<file path="src/cuw_pkg.sv">
// Package of constants and types for the configuration user watchdog
package cuw_pkg;
	// ----------------------------------------
	// Widths and fixed pattern
	// ----------------------------------------
	localparam int CNT_W = 29;
	localparam int UPPER_W = 12;
	localparam int LOW_W = 17;
	localparam logic [LOW_W-1:0] LOW_PATTERN = 17'h00008;
	localparam logic [CNT_W-1:0] CNT_RESET = 29'h0000000;
	// ----------------------------------------
	// Timing
	// ----------------------------------------
	localparam int CLK_PERIOD_PS = 25000;
	localparam int RELOAD_MIN_NS = 250;
	localparam int RELOAD_MIN_CYC_RAW = (RELOAD_MIN_NS * 1000 + CLK_PERIOD_PS - 1) / CLK_PERIOD_PS;
	localparam int RELOAD_MIN_CYC = (RELOAD_MIN_CYC_RAW < 1) ? 1 : RELOAD_MIN_CYC_RAW;
	localparam int RLD_W = 4;
	localparam int TICK_SYNC_DEPTH = 2;
	// ----------------------------------------
	// Types
	// ----------------------------------------
	typedef enum logic [1:0] {
		CUW_FACTORY,
		CUW_LOADING,
		CUW_USER,
		CUW_EXPIRED
	} cuw_state_t;

	typedef struct packed {
		logic enable;
		logic [CNT_W-1:0] value;
	} cuw_app_info_t;

	typedef struct packed {
		logic wd_source;
		logic [UPPER_W-1:0] upper;
	} cuw_prev_t;
endpackage : cuw_pkg

</file>
<file path="src/cuw_sync.sv">
// Two flip-flop synchroniser for one pin level
`timescale 1ns/1ps
module cuw_sync #(
	parameter logic RESET_VAL = 1'b0
) (
	input wire logic clk,
	input wire logic rst_n,
	input wire logic din,
	output logic dout
);
	logic meta_q;
	logic meta_d;
	logic sync_q;
	logic sync_d;

	always_comb begin
		meta_d = din;
		sync_d = meta_q;
	end

	always_ff @(posedge clk or negedge rst_n) begin
		if (!rst_n) begin
			meta_q <= RESET_VAL;
			sync_q <= RESET_VAL;
		end else begin
			meta_q <= meta_d;
			sync_q <= sync_d;
		end
	end

	assign dout = sync_q;
endmodule : cuw_sync

</file>
<file path="src/cuw_watchdog.sv">
// User watchdog of the remote upgrade configuration block
`timescale 1ns/1ps
module cuw_watchdog (
	input wire logic SYS_CLK,
	input wire logic RST_B,
	input wire logic USER_SUPPLIED_CLOCK,
	input wire logic INT_OSC_TICK,
	input wire logic USE_USER_CLOCK,
	input wire logic [11:0] TIMEOUT_UPPER,
	input wire logic CONTROL_LOAD,
	input wire logic APP_CONFIG,
	input wire logic LOAD_DONE,
	input wire logic WATCHDOG_RELOAD_N,
	input wire logic FLAG_CLEAR,
	output logic WATCHDOG_TIMEOUT_FLAG,
	output logic TIMEOUT_EVENT,
	output logic LOAD_FACTORY,
	output logic WATCHDOG_ENABLE,
	output logic [28:0] CURRENT_VALUE,
	output logic PREV_WD_SOURCE
);
	// ----------------------------------------
	// Reset release and pin synchronisers
	// ----------------------------------------
	// Release is synchronised so every flop on rst_n leaves reset on the same edge
	logic rst_m_q;
	logic rst_m_d;
	logic rst_s_q;
	logic rst_s_d;
	logic rst_n;

	always_comb begin
		rst_m_d = 1'b1;
		rst_s_d = rst_m_q;
	end

	always_ff @(posedge SYS_CLK or negedge RST_B) begin
		if (!RST_B) begin
			rst_m_q <= 1'b0;
			rst_s_q <= 1'b0;
		end else begin
			rst_m_q <= rst_m_d;
			rst_s_q <= rst_s_d;
		end
	end
	assign rst_n = rst_s_q;

	logic uclk_s;
	logic osc_s;
	logic reload_n_s;
	logic app_s;
	logic done_s;

	cuw_sync #(.RESET_VAL(1'b0)) u_sync_uclk (.clk(SYS_CLK), .rst_n(rst_n), .din(USER_SUPPLIED_CLOCK), .dout(uclk_s));
	cuw_sync #(.RESET_VAL(1'b0)) u_sync_osc (.clk(SYS_CLK), .rst_n(rst_n), .din(INT_OSC_TICK), .dout(osc_s));
	cuw_sync #(.RESET_VAL(1'b1)) u_sync_rld (.clk(SYS_CLK), .rst_n(rst_n), .din(WATCHDOG_RELOAD_N), .dout(reload_n_s));
	cuw_sync #(.RESET_VAL(1'b0)) u_sync_app (.clk(SYS_CLK), .rst_n(rst_n), .din(APP_CONFIG), .dout(app_s));
	cuw_sync #(.RESET_VAL(1'b0)) u_sync_done (.clk(SYS_CLK), .rst_n(rst_n), .din(LOAD_DONE), .dout(done_s));

	// ----------------------------------------
	// Count tick from selected source
	// ----------------------------------------
	// Source sampled at 40 MHz, so a user clock above 20 MHz aliases; edges counted as seen
	logic src_q;
	logic src_d;
	logic tick;

	always_comb begin
		src_d = USE_USER_CLOCK ? uclk_s : osc_s;
		tick = src_d & ~src_q;
	end

	always_ff @(posedge SYS_CLK or negedge rst_n) begin
		if (!rst_n) begin
			src_q <= 1'b0;
		end else begin
			src_q <= src_d;
		end
	end

	// ----------------------------------------
	// Reload qualification
	// ----------------------------------------
	// Short glitches on the reload pin are ignored until held long enough
	logic [cuw_pkg::RLD_W-1:0] rld_cnt_q;
	logic [cuw_pkg::RLD_W-1:0] rld_cnt_d;
	logic rld_ok;

	always_comb begin
		rld_cnt_d = rld_cnt_q;
		if (reload_n_s) begin
			rld_cnt_d = '0;
		end else if (rld_cnt_q != cuw_pkg::RLD_W'(cuw_pkg::RELOAD_MIN_CYC)) begin
			rld_cnt_d = rld_cnt_q + 1'b1;
		end
		rld_ok = (rld_cnt_q == cuw_pkg::RLD_W'(cuw_pkg::RELOAD_MIN_CYC));
	end

	always_ff @(posedge SYS_CLK or negedge rst_n) begin
		if (!rst_n) begin
			rld_cnt_q <= '0;
		end else begin
			rld_cnt_q <= rld_cnt_d;
		end
	end

	// ----------------------------------------
	// Control value, state and counter
	// ----------------------------------------
	cuw_pkg::cuw_state_t state_q;
	cuw_pkg::cuw_state_t state_d;
	logic [cuw_pkg::UPPER_W-1:0] upper_q;
	logic [cuw_pkg::UPPER_W-1:0] upper_d;
	logic [cuw_pkg::CNT_W-1:0] cnt_q;
	logic [cuw_pkg::CNT_W-1:0] cnt_d;
	logic [cuw_pkg::CNT_W-1:0] start_val;
	logic flag_q;
	logic flag_d;
	logic event_q;
	logic event_d;
	logic factory_q;
	logic factory_d;
	logic en_q;
	logic en_d;
	cuw_pkg::cuw_prev_t prev_q;
	cuw_pkg::cuw_prev_t prev_d;
	cuw_pkg::cuw_app_info_t info;

	always_comb begin
		start_val = {upper_q, cuw_pkg::LOW_PATTERN};
		state_d = state_q;
		upper_d = upper_q;
		cnt_d = cnt_q;
		flag_d = flag_q;
		event_d = 1'b0;
		factory_d = 1'b0;
		prev_d = prev_q;
		// Control value only written while the factory image runs
		if (state_q == cuw_pkg::CUW_FACTORY && CONTROL_LOAD) begin
			upper_d = TIMEOUT_UPPER;
		end
		case (state_q)
			cuw_pkg::CUW_FACTORY: begin
				cnt_d = start_val;
				if (app_s) begin
					state_d = cuw_pkg::CUW_LOADING;
				end
			end
			cuw_pkg::CUW_LOADING: begin
				cnt_d = start_val;
				if (!app_s) begin
					state_d = cuw_pkg::CUW_FACTORY;
				end else if (done_s) begin
					state_d = cuw_pkg::CUW_USER;
				end
			end
			cuw_pkg::CUW_USER: begin
				if (!app_s) begin
					state_d = cuw_pkg::CUW_FACTORY;
				end else if (!reload_n_s && (rld_ok || rld_cnt_d == cuw_pkg::RLD_W'(cuw_pkg::RELOAD_MIN_CYC))) begin
					cnt_d = start_val;
				end else if (tick) begin
					if (cnt_q == '0) begin
						event_d = 1'b1;
						state_d = cuw_pkg::CUW_EXPIRED;
					end else begin
						cnt_d = cnt_q - 1'b1;
					end
				end
			end
			cuw_pkg::CUW_EXPIRED: begin
				flag_d = 1'b1;
				prev_d.wd_source = 1'b1;
				prev_d.upper = upper_q;
				factory_d = 1'b1;
				state_d = cuw_pkg::CUW_FACTORY;
			end
			default: begin
				state_d = cuw_pkg::CUW_FACTORY;
			end
		endcase
		// Set wins over a clear in the same cycle
		if (FLAG_CLEAR && state_q != cuw_pkg::CUW_EXPIRED) begin
			flag_d = 1'b0;
		end
		en_d = (state_d == cuw_pkg::CUW_USER);
		info.enable = en_q;
		info.value = cnt_q;
	end

	always_ff @(posedge SYS_CLK or negedge rst_n) begin
		if (!rst_n) begin
			state_q <= cuw_pkg::CUW_FACTORY;
			upper_q <= '0;
			cnt_q <= cuw_pkg::CNT_RESET;
			flag_q <= 1'b0;
			event_q <= 1'b0;
			factory_q <= 1'b0;
			en_q <= 1'b0;
			prev_q <= '0;
		end else begin
			state_q <= state_d;
			upper_q <= upper_d;
			cnt_q <= cnt_d;
			flag_q <= flag_d;
			event_q <= event_d;
			factory_q <= factory_d;
			en_q <= en_d;
			prev_q <= prev_d;
		end
	end

	// ----------------------------------------
	// Outputs
	// ----------------------------------------
	assign WATCHDOG_TIMEOUT_FLAG = flag_q;
	assign TIMEOUT_EVENT = event_q;
	assign LOAD_FACTORY = factory_q;
	assign WATCHDOG_ENABLE = info.enable;
	assign CURRENT_VALUE = info.value;
	assign PREV_WD_SOURCE = prev_q.wd_source;
endmodule : cuw_watchdog

</file>
<file path="config.mk">
export PLATFORM = sky130hd
export DESIGN_NAME = cuw_watchdog
export DESIGN_NICKNAME = d
export VERILOG_FILES = /design/src/cuw_pkg.sv /design/src/cuw_sync.sv /design/src/cuw_watchdog.sv
export SDC_FILE = /design/constraint.sdc
export NUM_CORES = 1
export LEC_CHECK = 0
export ABC_AREA = 1
export BUFFER_PORTS_ARGS = -buffer_cell sky130_fd_sc_hd__buf_2
export CORE_MARGIN = 2
export CORE_UTILIZATION = 51
export DETAILED_ROUTE_END_ITERATION = 8
export GPL_ROUTABILITY_DRIVEN = 0
export PLACE_DENSITY = 0.8
export SLEW_MARGIN = 5
export SYNTH_ARGS = -nofsm -noshare
export SYNTH_HDL_FRONTEND = slang
export SYNTH_SLANG_ARGS = --single-unit
export TNS_END_PERCENT = 100
</file>
<file path="constraint.sdc">
create_clock -name SYS_CLK -period 2 [get_ports SYS_CLK]
set_input_delay 0.1 -clock SYS_CLK [delete_from_list [all_inputs] [get_ports SYS_CLK]]
set_output_delay 0.1 -clock SYS_CLK [all_outputs]
set_load 0.05 [all_outputs]
</file>
==> results of run 1 <==
-- final cells by class --
type / count / share of cell area
flip-flops and latches: 65 / 0.361
multi-input cells: 364 / 0.397
well taps: 96 / 0.0266
repair buffers: 78 / 0.113
clock buffers: 9 / 0.0274
clock inverters: 7 / 0.0227
inverters: 61 / 0.0523
-- sequential cells by signal (all words and copies together) (netlist names), 2 cells and up --
signal	count
rld_cnt_q	4
state_q	2
CURRENT_VALUE	29
upper_q	12
-- cells by family after synthesis --
family / count (synthesis) / share of synthesized area
adder cells (fa/ha/maj): 3 / 0.0104
AND/OR/NAND/NOR: 318 / 0.379
AO/OA/AOI/OAI: 20 / 0.0318
multiplexers: 2 / 0.00622
buffers and inverters: 71 / 0.0830
other: 1 / 0.00104
XOR/XNOR: 16 / 0.0387
flip-flops: 65 / 0.450
-- power by group through the flow --
stage                     Combinational, mW  Clock [mW]  Sequential [mW]
after global placement                 1.29           0             1.65
after global routing                   1.59        1.35             1.66
after detailed placement               1.32           0             1.66
final                                  1.44        1.27             1.64
after CTS                              1.35        1.29             1.63
after floorplan                       0.669           0             1.98
-- final timing paths --
kind	start	endpoint	slack [ps]
max	rld_cnt_q[0]	CURRENT_VALUE[24]	-50
min	TIMEOUT_UPPER[6]	upper_q[6]	3
max reg2reg	rld_cnt_q[0]	CURRENT_VALUE[24]	-50
min reg2reg	rst_n	u_sync_uclk.meta_q	230
max in group asynchronous	rst_n	CURRENT_VALUE[17]	1180
min in group asynchronous	RST_B	rst_n	80
-- layout by cell type (no fill, tap or decap), types with 10 or more instances in the layout --
| master | Yosys | layout |
|---|---|---|
| sky130_fd_sc_hd__nor3_1 | 15 | 15 |
| sky130_fd_sc_hd__dfrtp_1 | 63 | 62 |
| sky130_fd_sc_hd__nand2_1 | 170 | 168 |
| sky130_fd_sc_hd__nand3_1 | 13 | 12 |
| sky130_fd_sc_hd__dlygate4sd3_1 | 0 | 11 |
| sky130_fd_sc_hd__nor2_1 | 89 | 86 |
| sky130_fd_sc_hd__inv_1 | 57 | 55 |
| sky130_fd_sc_hd__nand4_1 | 10 | 10 |
| sky130_fd_sc_hd__a21oi_1 | 12 | 12 |
| sky130_fd_sc_hd__buf_2 | 3 | 55 |
| sky130_fd_sc_hd__xor2_1 | 10 | 10 |
-- through the flow --
step / worst slack, ps / util / hold WS [ps]
2_1_floorplan: -64.2 / - / -196
3_3_place_gp: 84.0 / 0.590 / -114
6_report: -48.6 / 0.662 / 3.44
3_5_place_dp: 3.44 / 0.590 / -112
4_1_cts: 6.12 / 0.641 / 2.01
5_1_grt: -116 / 0.662 / 12.4
-- critical path: cells and delay by family (launching register included) --
kind                     cells  cell delay [ps]
AND/OR/NAND/NOR              7              890
buffers and inverters        2              240
adder cells (fa/ha/maj)      1              230
flip-flops                   1              380
AO/OA/AOI/OAI                1              180
-- repair_timing --
action,in CTS,in global routing
pin swaps,1,7
hold buffers,11,0
hold endpoints to repair,12,0
cloned,0,4
setup endpoints to repair,23,29
buffers inserted,0,2
gates resized for setup,1,21
-- metal layers --
layer  global-route usage  up-vias  wire [microns]
li1                     -     1692               -
met1                0.280     1523            3710
met2                0.368      130            4340
met3               0.0485       25             645
met4               0.0978        0             245
met5                    0        -               0
==> run_summary.xml, run 1 <==
<?xml version="1.0" encoding="UTF-8"?>
<metrics>
  <group name="cells_and_area">
    <metric name="area.sequential" unit="sq um">1630</metric>
    <metric name="layoutNonFillerInstCount" unit="">680</metric>
    <metric name="area_occupied_by_multi_input_gates" unit="sq um">1800</metric>
    <metric name="area_delta_synth_final" unit="%">25.0</metric>
    <metric name="filler_cell_count" unit="">572</metric>
    <metric name="antenna_cells" unit="">0</metric>
    <metric name="finish.net_count" unit="">604</metric>
    <metric name="layout-drive-gt1-share" unit="">0.214</metric>
    <metric name="finished_cell_area" unit="sq um">4520</metric>
  </group>
  <group name="die">
    <metric name="top_level_ports" unit="">56</metric>
    <metric name="fp-row-count" unit="">30</metric>
    <metric name="dieWidth" unit="microns">88.2</metric>
    <metric name="floorplan.initialDensity" unit="">0.530</metric>
    <metric name="core_region_area" unit="sq um">6830</metric>
    <metric name="floorplan.die.height" unit="microns">88.2</metric>
    <metric name="die-area" unit="sq um">7780</metric>
  </group>
  <group name="pwr">
    <metric name="cellPowerDensity" unit="nW/um^2">963</metric>
    <metric name="share_of_power_burned_in_combinational_logic" unit="">0.331</metric>
    <metric name="internal_power" unit="mW">2.62</metric>
    <metric name="fin_total_pwr" unit="mW">4.35</metric>
    <metric name="relative_contribution_of_the_clock_network_to_total_power" unit="">0.292</metric>
    <metric name="p_leak" unit="nW">2.48</metric>
    <metric name="netSwitchingFraction" unit="">0.398</metric>
    <metric name="net-switching-power" unit="mW">1.73</metric>
    <metric name="seq_power_share" unit="">0.377</metric>
    <metric name="vdd_ir_drop_max" unit="mV">0.566</metric>
  </group>
  <group name="yosys">
    <metric name="synthArstFlopShare" unit="">1.00</metric>
    <metric name="postSynth.topFlopCell" unit="">sky130_fd_sc_hd__dfrtp_1</metric>
    <metric name="syn-num-nets" unit="">521</metric>
    <metric name="synthDominantCellAreaShare" unit="">0.436</metric>
    <metric name="synth.distinct_cells" unit="">33</metric>
    <metric name="netlist_instances" unit="">496</metric>
    <metric name="seq_area_frac_synth" unit="">0.450</metric>
    <metric name="synth_top_cells_by_count" unit="">170 x sky130_fd_sc_hd__nand2_1, 89 x sky130_fd_sc_hd__nor2_1, 63 x sky130_fd_sc_hd__dfrtp_1</metric>
    <metric name="postSynthRegisterBits" unit="">65</metric>
    <metric name="synth_area_leaders" unit="">sky130_fd_sc_hd__dfrtp_1 44%, sky130_fd_sc_hd__nand2_1 18%, sky130_fd_sc_hd__nor2_1 9.2%, sky130_fd_sc_hd__inv_1 5.9%, sky130_fd_sc_hd__xor2_1 2.4%</metric>
    <metric name="postSynthAreaPerCell" unit="sq um">7.30</metric>
    <metric name="synth-edff-count" unit="">0</metric>
    <metric name="syn-cell-area" unit="sq um">3620</metric>
    <metric name="yosys.cell_count.top_type" unit="">sky130_fd_sc_hd__nand2_1</metric>
    <metric name="yosysWarningCount" unit="">0</metric>
    <metric name="yosysTopAreaCell" unit="">sky130_fd_sc_hd__dfrtp_1</metric>
  </group>
  <group name="worst_hold_path">
    <metric name="hold-path-cell-count" unit="">3</metric>
    <metric name="holdCritPathClass" unit="">in2reg</metric>
  </group>
  <group name="route">
    <metric name="route.antenna.remaining_nets" unit="">0</metric>
    <metric name="drc" unit="">0</metric>
    <metric name="post_drt_wl_per_cell" unit="microns">13.2</metric>
    <metric name="drt-vias-per-instance" unit="">4.96</metric>
    <metric name="drt-initial-drc-count" unit="">246</metric>
    <metric name="drt_pass1_iterations" unit="">5</metric>
    <metric name="dr_total_vias" unit="">3370</metric>
    <metric name="finalWirelength" unit="microns">8940</metric>
  </group>
  <group name="global_route">
    <metric name="grt_start_max_net_pins" unit="">42</metric>
    <metric name="overflow" unit="">0</metric>
    <metric name="first_pass_grt_wire_length" unit="microns">13500</metric>
    <metric name="antenna_found_initial" unit="">0</metric>
    <metric name="grt_use_total" unit="">0.222</metric>
    <metric name="grt_pass1_vias" unit="">3092</metric>
  </group>
  <group name="timing">
    <metric name="fin_crit" unit="ps">2050</metric>
    <metric name="transition_time_at_the_pin_with_the_least_slew_margin" unit="ps">487</metric>
    <metric name="grt_setup_unrepaired" unit="">true</metric>
    <metric name="slew-limit-headroom" unit="">0.672</metric>
    <metric name="finalHoldViolCount" unit="">0</metric>
    <metric name="slew_viol_final" unit="">0</metric>
    <metric name="setup_skew" unit="ps">11.5</metric>
    <metric name="max_clock_freq" unit="MHz">488</metric>
    <metric name="setup_total_negative_slack" unit="ps">-529</metric>
    <metric name="finalSetupViolCount" unit="">26</metric>
    <metric name="final.period_utilization" unit="">1.02</metric>
    <metric name="worst_slack" unit="ps">-48.6</metric>
  </group>
  <group name="placed_design">
    <metric name="place_area" unit="sq um">4030</metric>
    <metric name="dp_cells" unit="">647</metric>
    <metric name="number_of_buffer_cells_added_on_primary_ports" unit="">55</metric>
    <metric name="post-dp-hpwl" unit="microns">5650</metric>
  </group>
  <group name="run_status">
    <metric name="status" unit="">complete, but fails checks</metric>
    <metric name="violations" unit="">negative setup slack</metric>
  </group>
  <group name="critical_path">
    <metric name="critPathArrivalTime" unit="ps">2290</metric>
    <metric name="end_kind" unit="">flop</metric>
    <metric name="timing.critical_path.cells" unit="">inv_1 -&gt; ha_1 -&gt; or2_1 -&gt; a21oi_2 -&gt; nand3_4 -&gt; nand3_2 -&gt; nand2_4 -&gt; inv_8 -&gt; nand2_4 -&gt; nand2_1 -&gt; nand2_1</metric>
    <metric name="timing.critical_path.from_type" unit="">flop</metric>
    <metric name="worst_path_slowest_cell" unit="">sky130_fd_sc_hd__dfrtp_1</metric>
    <metric name="max_stage_delay" unit="ps">380</metric>
    <metric name="crit_type" unit="">reg2reg</metric>
    <metric name="critPathMaxFanout" unit="">7</metric>
    <metric name="rr_worst_depth" unit="">11</metric>
    <metric name="worst-endpoint-required" unit="ps">2240</metric>
  </group>
  <group name="clock_tree">
    <metric name="cts_buffers" unit="">9</metric>
    <metric name="cts-htree-levels" unit="">3</metric>
    <metric name="clock_tree.buffer_depth" unit="">2</metric>
    <metric name="cts_root_buffer" unit="">sky130_fd_sc_hd__clkbuf_8</metric>
    <metric name="clock_tree_sinks" unit="">65</metric>
    <metric name="clk_slew_on_worst_s_h_paths" unit="ps">80</metric>
    <metric name="clkLatencyLatePin" unit="ps">350</metric>
    <metric name="tritoncts_clock_tree" unit="">done</metric>
  </group>
  <group name="job">
    <metric name="cap_violations" unit="">0</metric>
  </group>
</metrics>
Note: power is estimated with default switching activity, not from simulation.
==> run 2: changes to the inputs <==
--- a/config.mk
+++ b/config.mk
@@ -7,7 +7,7 @@
 export LEC_CHECK = 0
 export ABC_AREA = 1
 export BUFFER_PORTS_ARGS = -buffer_cell sky130_fd_sc_hd__buf_2
-export CORE_MARGIN = 2
+export CORE_MARGIN = 4
 export CORE_UTILIZATION = 51
 export DETAILED_ROUTE_END_ITERATION = 8
 export GPL_ROUTABILITY_DRIVEN = 0
@@ -15,5 +15,6 @@
 export SLEW_MARGIN = 5
 export SYNTH_ARGS = -nofsm -noshare
 export SYNTH_HDL_FRONTEND = slang
+export SYNTH_HIERARCHICAL = 1
 export SYNTH_SLANG_ARGS = --single-unit
 export TNS_END_PERCENT = 100
==> run 2 against run 1 <==
  * The flow now finishes without violations
  * Maximum frequency up 5.1%
  * Clock skew up 1.3 ps
  * Sequential cell count unchanged
  * Synthesized area down 1.9%
  * Routed wire length up 7.3%
  * Critical endpoint is now CURRENT_VALUE[3]
  * Worst hold slack better by 17 ps
  * Utilization up 1.6 points
  * Count of clock-buffer cells in the layout unchanged
==> run_summary.xml, run 2 <==
<?xml version="1.0" encoding="UTF-8"?>
<metrics>
  <group name="yosys">
    <metric name="netlist_instances" unit="">463</metric>
    <metric name="syn-cell-area" unit="sq um">3550</metric>
    <metric name="synth.distinct_cells" unit="">31</metric>
    <metric name="synth-edff-count" unit="">0</metric>
    <metric name="synthArstFlopShare" unit="">1.00</metric>
    <metric name="synth_top_cells_by_count" unit="">113 x sky130_fd_sc_hd__nand2_1, 71 x sky130_fd_sc_hd__nor2_1, 63 x sky130_fd_sc_hd__dfrtp_1</metric>
    <metric name="postSynthAreaPerCell" unit="sq um">7.67</metric>
    <metric name="yosysWarningCount" unit="">6</metric>
    <metric name="seq_area_frac_synth" unit="">0.459</metric>
    <metric name="yosysTopAreaCell" unit="">sky130_fd_sc_hd__dfrtp_1</metric>
    <metric name="yosys.cell_count.top_type" unit="">sky130_fd_sc_hd__nand2_1</metric>
    <metric name="syn-num-nets" unit="">488</metric>
    <metric name="postSynthRegisterBits" unit="">65</metric>
    <metric name="postSynth.topFlopCell" unit="">sky130_fd_sc_hd__dfrtp_1</metric>
    <metric name="synthDominantCellAreaShare" unit="">0.444</metric>
    <metric name="synth_area_leaders" unit="">sky130_fd_sc_hd__dfrtp_1 44%, sky130_fd_sc_hd__nand2_1 12%, sky130_fd_sc_hd__nand3_1 8.7%, sky130_fd_sc_hd__nor2_1 7.5%, sky130_fd_sc_hd__inv_1 4.8%</metric>
  </group>
  <group name="job">
    <metric name="cap_violations" unit="">0</metric>
  </group>
  <group name="clock_tree">
    <metric name="clock_tree.buffer_depth" unit="">2</metric>
    <metric name="clock_tree_sinks" unit="">65</metric>
    <metric name="cts-htree-levels" unit="">3</metric>
    <metric name="cts_root_buffer" unit="">sky130_fd_sc_hd__clkbuf_8</metric>
    <metric name="tritoncts_clock_tree" unit="">done</metric>
    <metric name="cts_buffers" unit="">9</metric>
    <metric name="clk_slew_on_worst_s_h_paths" unit="ps">80</metric>
    <metric name="clkLatencyLatePin" unit="ps">350</metric>
  </group>
  <group name="global_route">
    <metric name="grt_start_max_net_pins" unit="">30</metric>
    <metric name="grt_pass1_vias" unit="">3305</metric>
    <metric name="grt_use_total" unit="">0.226</metric>
    <metric name="overflow" unit="">0</metric>
    <metric name="first_pass_grt_wire_length" unit="microns">15300</metric>
    <metric name="antenna_found_initial" unit="">0</metric>
  </group>
  <group name="die">
    <metric name="floorplan.die.height" unit="microns">91.4</metric>
    <metric name="core_region_area" unit="sq um">6790</metric>
    <metric name="die-area" unit="sq um">8360</metric>
    <metric name="dieWidth" unit="microns">91.4</metric>
    <metric name="top_level_ports" unit="">56</metric>
    <metric name="fp-row-count" unit="">30</metric>
    <metric name="floorplan.initialDensity" unit="">0.523</metric>
  </group>
  <group name="route">
    <metric name="dr_total_vias" unit="">3515</metric>
    <metric name="drt-vias-per-instance" unit="">5.32</metric>
    <metric name="finalWirelength" unit="microns">9600</metric>
    <metric name="drc" unit="">0</metric>
    <metric name="post_drt_wl_per_cell" unit="microns">14.5</metric>
    <metric name="drt-initial-drc-count" unit="">325</metric>
    <metric name="route.antenna.remaining_nets" unit="">0</metric>
    <metric name="drt_pass1_iterations" unit="">6</metric>
  </group>
  <group name="timing">
    <metric name="finalSetupViolCount" unit="">0</metric>
    <metric name="max_clock_freq" unit="MHz">513</metric>
    <metric name="setup_skew" unit="ps">12.8</metric>
    <metric name="finalHoldViolCount" unit="">0</metric>
    <metric name="final.period_utilization" unit="">0.974</metric>
    <metric name="transition_time_at_the_pin_with_the_least_slew_margin" unit="ps">659</metric>
    <metric name="grt_setup_unrepaired" unit="">true</metric>
    <metric name="slew_viol_final" unit="">0</metric>
    <metric name="fin_crit" unit="ps">1950</metric>
    <metric name="worst_slack" unit="ps">51.3</metric>
    <metric name="slew-limit-headroom" unit="">0.560</metric>
  </group>
  <group name="pwr">
    <metric name="seq_power_share" unit="">0.395</metric>
    <metric name="netSwitchingFraction" unit="">0.368</metric>
    <metric name="net-switching-power" unit="mW">1.49</metric>
    <metric name="relative_contribution_of_the_clock_network_to_total_power" unit="">0.312</metric>
    <metric name="fin_total_pwr" unit="mW">4.05</metric>
    <metric name="share_of_power_burned_in_combinational_logic" unit="">0.293</metric>
    <metric name="cellPowerDensity" unit="nW/um^2">878</metric>
    <metric name="vdd_ir_drop_max" unit="mV">0.667</metric>
    <metric name="internal_power" unit="mW">2.56</metric>
    <metric name="p_leak" unit="nW">2.36</metric>
  </group>
  <group name="critical_path">
    <metric name="worst-endpoint-required" unit="ps">2230</metric>
    <metric name="rr_worst_depth" unit="">6</metric>
    <metric name="critPathArrivalTime" unit="ps">2180</metric>
    <metric name="r2r_setup_slack" unit="ps">50</metric>
    <metric name="critPathMaxFanout" unit="">12</metric>
    <metric name="end_kind" unit="">flop</metric>
    <metric name="crit_type" unit="">reg2reg</metric>
    <metric name="timing.rr.end" unit="">CURRENT_VALUE[3]</metric>
    <metric name="timing.critical_path.from_type" unit="">flop</metric>
    <metric name="crit-reg2reg-launch" unit="">state_q[0]</metric>
  </group>
  <group name="placed_design">
    <metric name="placement.setup.worst_slack" unit="ps">-56.2</metric>
    <metric name="post-dp-hpwl" unit="microns">6400</metric>
    <metric name="number_of_buffer_cells_added_on_primary_ports" unit="">55</metric>
  </group>
  <group name="cells_and_area">
    <metric name="finish.net_count" unit="">585</metric>
    <metric name="layout-drive-gt1-share" unit="">0.251</metric>
    <metric name="most_common_cell_after_layout_fill_and_taps_aside" unit="">sky130_fd_sc_hd__nand2_1</metric>
    <metric name="filler_cell_count" unit="">512</metric>
    <metric name="antenna_cells" unit="">0</metric>
    <metric name="post-route-util" unit="">0.678</metric>
    <metric name="area_delta_synth_final" unit="%">29.8</metric>
    <metric name="largest_register_ffs" unit="">29</metric>
    <metric name="most-common-layout-cells" unit="">108 x sky130_fd_sc_hd__nand2_1, 69 x sky130_fd_sc_hd__nor2_1, 61 x sky130_fd_sc_hd__nand3_1</metric>
  </group>
  <group name="worst_hold_path">
    <metric name="hold_start" unit="">TIMEOUT_UPPER[2]</metric>
    <metric name="worst_hold_path.endpoint" unit="">upper_q[2]</metric>
    <metric name="hold-path-cell-count" unit="">3</metric>
    <metric name="holdCritPathClass" unit="">in2reg</metric>
  </group>
  <group name="run_status">
    <metric name="status" unit="">complete, no violations</metric>
  </group>
</metrics>
-- run 2: cell count changes after synthesis, sizes merged, moves of 8 or more --
cell	before	now
a21oi	14	24
nand3	18	70
nand2	172	119
nor2	98	75
o21ai	6	14
inv	61	46
nor3	15	1
-- run 2: area by class of cell --
class | count | area, sq um | area share
clock buffers | 9 | 124 | 0.0269
clock inverters | 7 | 103 | 0.0223
multi-input cells | 338 | 1740 | 0.377
well taps | 96 | 120 | 0.0261
repair buffers | 100 | 719 | 0.156
inverters | 46 | 173 | 0.0375
flip-flops and latches | 65 | 1630 | 0.354
-- run 2: critical path, cell delays in order (launching register included) --
cell,delay [ps]
sky130_fd_sc_hd__dfrtp_1,440
sky130_fd_sc_hd__o21ai_1,410
sky130_fd_sc_hd__and3_1,390
sky130_fd_sc_hd__nand2_8,120
sky130_fd_sc_hd__buf_4,210
sky130_fd_sc_hd__o21ai_0,150
sky130_fd_sc_hd__nand3_1,110
-- run 2: how the worst max path moves through the flow --
stage / start / to / slack [ps] / cells after the start
2_1_floorplan: CURRENT_VALUE[0] / CURRENT_VALUE[7] / 20 / 12
3_3_place_gp: CURRENT_VALUE[0] / CURRENT_VALUE[16] / 60 / 11
3_5_place_dp: CURRENT_VALUE[0] / CURRENT_VALUE[23] / -60 / 11
4_1_cts: CURRENT_VALUE[0] / CURRENT_VALUE[3] / 1 / 11
5_1_grt: rld_cnt_q[0] / WATCHDOG_ENABLE / -30 / 14
6_report: state_q[0] / CURRENT_VALUE[3] / 50 / 6
-- run 2: power groups by stage --
| stage | clock (mW) | sequential, mW | combinational (mW) |
|---|---|---|---|
| 2_1_floorplan | 0 | 1.91 | 0.480 |
| 3_3_place_gp | 0 | 1.61 | 1.05 |
| 3_5_place_dp | 0 | 1.62 | 1.07 |
| 4_1_cts | 1.28 | 1.60 | 1.11 |
| 5_1_grt | 1.34 | 1.62 | 1.29 |
| 6_report | 1.26 | 1.60 | 1.19 |
-- run 2: logic make-up (layout without fill, tap and decap cells) --
group	after synthesis	in the layout	synth area share
fa+ha+maj	3	3	0.0106
other cells	1	1	0.00106
mux	3	3	0.00951
flops	65	65	0.459
simple gates	279	280	0.359
compound gates	38	38	0.0536
buf+inv	61	162	0.0758
xor+xnor	13	13	0.0321
-- run 2: timing repair --
action                                  in CTS  in global routing
hold buffers                                17                  0
gates resized for setup                      1                 17
buffers inserted                             0                  6
cloned                                       0                  3
endpoints found under the setup margin      23                 29
pin swaps                                    0                  5
endpoints found under the hold margin       18                  0
-- run 2: stage by stage --
stage	std cells	setup TNS, ps	hold slack (ps)	instance area [sq um]
6_report	661	0	20.7	4610
5_1_grt	661	-88.0	30.7	4610
4_1_cts	652	0	16.0	4430
3_5_place_dp	619	-465	-108	4030
3_3_place_gp	619	0	-114	4030
2_1_floorplan	463	0	-196	3550
-- run 2: routing by layer --
| layer | vias to the layer above | part of all wire | GRT usage | routed length, microns |
|---|---|---|---|---|
| met4 | 0 | 0.025 | 0.0842 | 244 |
| li1 | 1677 | - | - | - |
| met1 | 1637 | 0.42 | 0.299 | 4040 |
| met2 | 172 | 0.46 | 0.358 | 4460 |
| met3 | 29 | 0.090 | 0.0555 | 861 |
| met5 | - | 0 | 0 | 0 |
==> run 3: changes to the inputs <==
--- a/config.mk
+++ b/config.mk
@@ -6,7 +6,7 @@
 export NUM_CORES = 1
 export LEC_CHECK = 0
 export ABC_AREA = 1
-export BUFFER_PORTS_ARGS = -buffer_cell sky130_fd_sc_hd__buf_2
+export BUFFER_PORTS_ARGS = -buffer_cell sky130_fd_sc_hd__clkbuf_2
 export CORE_MARGIN = 4
 export CORE_UTILIZATION = 51
 export DETAILED_ROUTE_END_ITERATION = 8
==> constraint.sdc (replaced) <==
create_clock -name SYS_CLK -period 2 [get_ports SYS_CLK]
set_input_delay 0.1 -clock SYS_CLK [delete_from_list [all_inputs] [get_ports SYS_CLK]]
set_output_delay 0.1 -clock SYS_CLK [all_outputs]
set_load 0.1 [all_outputs]
==> run 3 against run 2 <==
  * Maximum frequency decreased by 1.3%
  * Combinational power increased by 22%
  * Clock power decreased by 6%
  * Count of clock-buffer cells in the layout increased by 1
  * Via count increased by 1.1%
  * Worst setup slack got worse by 25 ps
  * Worst hold slack got worse by 8.0 ps
  * Sequential share of layout area increased by 0.87 points
  * Global-route usage increased by 0.45 points
  * Total power increased by 5.8%
  * Clock skew decreased by 2.6 ps
  * Critical path type unchanged
  * Largest power group unchanged
==> run_summary.xml, run 3 (synthesized netlist as in run 2, its figures left out) <==
<?xml version="1.0" encoding="UTF-8"?>
<metrics>
  <group name="timing">
    <metric name="setup_skew" unit="ps">10.3</metric>
    <metric name="slew_viol_final" unit="">0</metric>
    <metric name="final.period_utilization" unit="">0.987</metric>
    <metric name="worst_slack" unit="ps">26.3</metric>
    <metric name="fin_crit" unit="ps">1970</metric>
    <metric name="transition_time_at_the_pin_with_the_least_slew_margin" unit="ps">622</metric>
    <metric name="finalHoldViolCount" unit="">0</metric>
    <metric name="slew-limit-headroom" unit="">0.585</metric>
    <metric name="max_clock_freq" unit="MHz">507</metric>
    <metric name="finalSetupViolCount" unit="">0</metric>
  </group>
  <group name="cells_and_area">
    <metric name="layoutNonFillerInstCount" unit="">653</metric>
    <metric name="post-route-util" unit="">0.675</metric>
    <metric name="most_common_cell_after_layout_fill_and_taps_aside" unit="">sky130_fd_sc_hd__nand2_1</metric>
    <metric name="layout-drive-gt1-share" unit="">0.278</metric>
    <metric name="most-common-layout-cells" unit="">110 x sky130_fd_sc_hd__nand2_1, 69 x sky130_fd_sc_hd__nor2_1, 61 x sky130_fd_sc_hd__nand3_1</metric>
    <metric name="finish.net_count" unit="">577</metric>
    <metric name="area_delta_synth_final" unit="%">29.1</metric>
    <metric name="largest_register_ffs" unit="">29</metric>
    <metric name="antenna_cells" unit="">0</metric>
  </group>
  <group name="route">
    <metric name="route.antenna.remaining_nets" unit="">0</metric>
    <metric name="post_drt_wl_per_cell" unit="microns">15.0</metric>
    <metric name="drt-initial-drc-count" unit="">195</metric>
    <metric name="drc" unit="">0</metric>
    <metric name="drt_pass1_iterations" unit="">5</metric>
    <metric name="drt-vias-per-instance" unit="">5.44</metric>
    <metric name="finalWirelength" unit="microns">9780</metric>
    <metric name="dr_total_vias" unit="">3552</metric>
  </group>
  <group name="critical_path">
    <metric name="r2r_setup_slack" unit="ps">30</metric>
    <metric name="cell_mode_on_critical_path" unit="">sky130_fd_sc_hd__nand2_1</metric>
    <metric name="critPathMaxFanout" unit="">7</metric>
    <metric name="worst-endpoint-required" unit="ps">2290</metric>
    <metric name="end_kind" unit="">flop</metric>
    <metric name="worst_path_slowest_cell" unit="">sky130_fd_sc_hd__dfrtp_1</metric>
    <metric name="timing.critical_path.from_type" unit="">flop</metric>
    <metric name="timing.rr.end" unit="">CURRENT_VALUE[20]</metric>
    <metric name="rr_worst_depth" unit="">14</metric>
    <metric name="crit-reg2reg-launch" unit="">rld_cnt_q[0]</metric>
    <metric name="crit_type" unit="">reg2reg</metric>
    <metric name="critPathArrivalTime" unit="ps">2260</metric>
    <metric name="max_stage_delay" unit="ps">430</metric>
    <metric name="timing.critical_path.cells" unit="">inv_2 -&gt; ha_2 -&gt; nand2_1 -&gt; nor2_1 -&gt; nand2_1 -&gt; nand2_1 -&gt; nor2_2 -&gt; nand2_2 -&gt; nand2_4 -&gt; buf_12 -&gt; clkbuf_16 -&gt; o21ai_0 -&gt; nand2_1 -&gt; nand2_1</metric>
  </group>
  <group name="worst_hold_path">
    <metric name="worst_hold_path.endpoint" unit="">upper_q[0]</metric>
    <metric name="hold_start" unit="">TIMEOUT_UPPER[0]</metric>
    <metric name="hold-path-cell-count" unit="">3</metric>
    <metric name="holdCritPathClass" unit="">in2reg</metric>
  </group>
  <group name="pwr">
    <metric name="p_leak" unit="nW">2.29</metric>
    <metric name="internal_power" unit="mW">2.45</metric>
    <metric name="relative_contribution_of_the_clock_network_to_total_power" unit="">0.277</metric>
    <metric name="share_of_power_burned_in_combinational_logic" unit="">0.339</metric>
    <metric name="netSwitchingFraction" unit="">0.428</metric>
    <metric name="net-switching-power" unit="mW">1.83</metric>
    <metric name="vdd_ir_drop_max" unit="mV">0.699</metric>
    <metric name="cellPowerDensity" unit="nW/um^2">934</metric>
    <metric name="seq_power_share" unit="">0.384</metric>
  </group>
  <group name="die">
    <metric name="die-area" unit="sq um">8360</metric>
    <metric name="top_level_ports" unit="">56</metric>
    <metric name="fp-row-count" unit="">30</metric>
    <metric name="core_region_area" unit="sq um">6790</metric>
    <metric name="dieWidth" unit="microns">91.4</metric>
    <metric name="floorplan.die.height" unit="microns">91.4</metric>
    <metric name="floorplan.initialDensity" unit="">0.523</metric>
  </group>
  <group name="clock_tree">
    <metric name="clock_tree.buffer_depth" unit="">2</metric>
    <metric name="clk_slew_on_worst_s_h_paths" unit="ps">80</metric>
    <metric name="cts_buffers" unit="">9</metric>
    <metric name="cts-htree-levels" unit="">3</metric>
    <metric name="tritoncts_clock_tree" unit="">done</metric>
    <metric name="clkLatencyLatePin" unit="ps">350</metric>
    <metric name="clock_tree_sinks" unit="">65</metric>
    <metric name="cts_root_buffer" unit="">sky130_fd_sc_hd__clkbuf_8</metric>
  </group>
  <group name="placed_design">
    <metric name="placement.setup.worst_slack" unit="ps">-0.329</metric>
    <metric name="dp_cells" unit="">611</metric>
    <metric name="post-dp-hpwl" unit="microns">6430</metric>
    <metric name="number_of_buffer_cells_added_on_primary_ports" unit="">55</metric>
  </group>
  <group name="run_status">
    <metric name="status" unit="">complete, no violations</metric>
  </group>
  <group name="global_route">
    <metric name="grt_start_max_net_pins" unit="">29</metric>
    <metric name="grt_use_total" unit="">0.231</metric>
    <metric name="grt_pass1_vias" unit="">3369</metric>
    <metric name="antenna_found_initial" unit="">0</metric>
    <metric name="first_pass_grt_wire_length" unit="microns">15500</metric>
    <metric name="overflow" unit="">0</metric>
  </group>
  <group name="job">
    <metric name="cap_violations" unit="">0</metric>
  </group>
</metrics>
-- run 3: cell count changes in the layout (fill, tap and decap cells not counted), moves of 10 or more --
cell / previous run / this run
sky130_fd_sc_hd__clkbuf_2: 0 / 55
sky130_fd_sc_hd__dfrtp_2: 3 / 22
sky130_fd_sc_hd__buf_4: 23 / 13
sky130_fd_sc_hd__buf_2: 55 / 0
sky130_fd_sc_hd__dfrtp_1: 60 / 39
-- run 3: cell type report --
class                           instances  area [sq um]
Inverter                               46           175
Clock buffer                           10           138
Tap cell                               96           120
Fill cell                             549          2210
Sequential cell                        65          1660
Clock inverter                          6          72.6
Multi-Input combinational cell        338          1730
Timing Repair Buffer                   92           683
-- run 3: routing by layer --
metal / up-vias / global-route usage / wire, microns
met3: 31 / 0.0679 / 819
met2: 187 / 0.368 / 4730
met4: 0 / 0.0804 / 264
met1: 1671 / 0.298 / 3970
met5: - / 0 / 0
li1: 1663 / - / -
-- run 3: worst max-delay path: cells and delay by family, from the launching register on --
family / cells / cell delay (ps)
flops: 1 / 430
compound gates: 1 / 190
buf+inv: 3 / 380
simple gates: 9 / 710
fa+ha+maj: 1 / 220
-- run 3: worst max path at each step --
| stage | cells past startpoint | end | start | slack (ps) |
|---|---|---|---|---|
| global placement | 11 | CURRENT_VALUE[16] | CURRENT_VALUE[0] | 80 |
| CTS | 12 | CURRENT_VALUE[0] | rld_cnt_q[0] | 30 |
| global route | 12 | CURRENT_VALUE[1] | rld_cnt_q[0] | -80 |
| detailed placement | 11 | CURRENT_VALUE[5] | CURRENT_VALUE[0] | -0.3 |
| floorplan | 12 | CURRENT_VALUE[7] | CURRENT_VALUE[0] | 6 |
| finish | 14 | CURRENT_VALUE[20] | rld_cnt_q[0] | 30 |
-- run 3: power groups by stage --
stage | registers, mW | logic [mW] | clock network [mW]
4_1_cts | 1.64 | 1.36 | 1.20
3_5_place_dp | 1.66 | 1.32 | 0
6_report | 1.64 | 1.45 | 1.19
3_3_place_gp | 1.65 | 1.30 | 0
5_1_grt | 1.66 | 1.55 | 1.27
2_1_floorplan | 2.23 | 0.482 | 0
-- run 3: timing repair --
action                                  in CTS  in global routing
setup buffers                                0                  6
resized for setup                            1                 19
endpoints found under the hold margin       18                  0
hold buffers                                17                  0
pin swaps                                    0                  4
gates cloned                                 0                  3
endpoints found under the setup margin      15                 31
-- run 3: stage by stage --
step | instance area (sq um) | hold WS (ps) | power, mW | TNS (ps)
after detailed placement | 4000 | -113 | 2.99 | -0.329
final | 4580 | 12.7 | 4.28 | 0
after global routing | 4580 | 15.2 | 4.48 | -1110
after global placement | 4000 | -113 | 2.95 | 0
after CTS | 4390 | 0.756 | 4.20 | 0
after floorplan | 3600 | -196 | 2.71 | 0
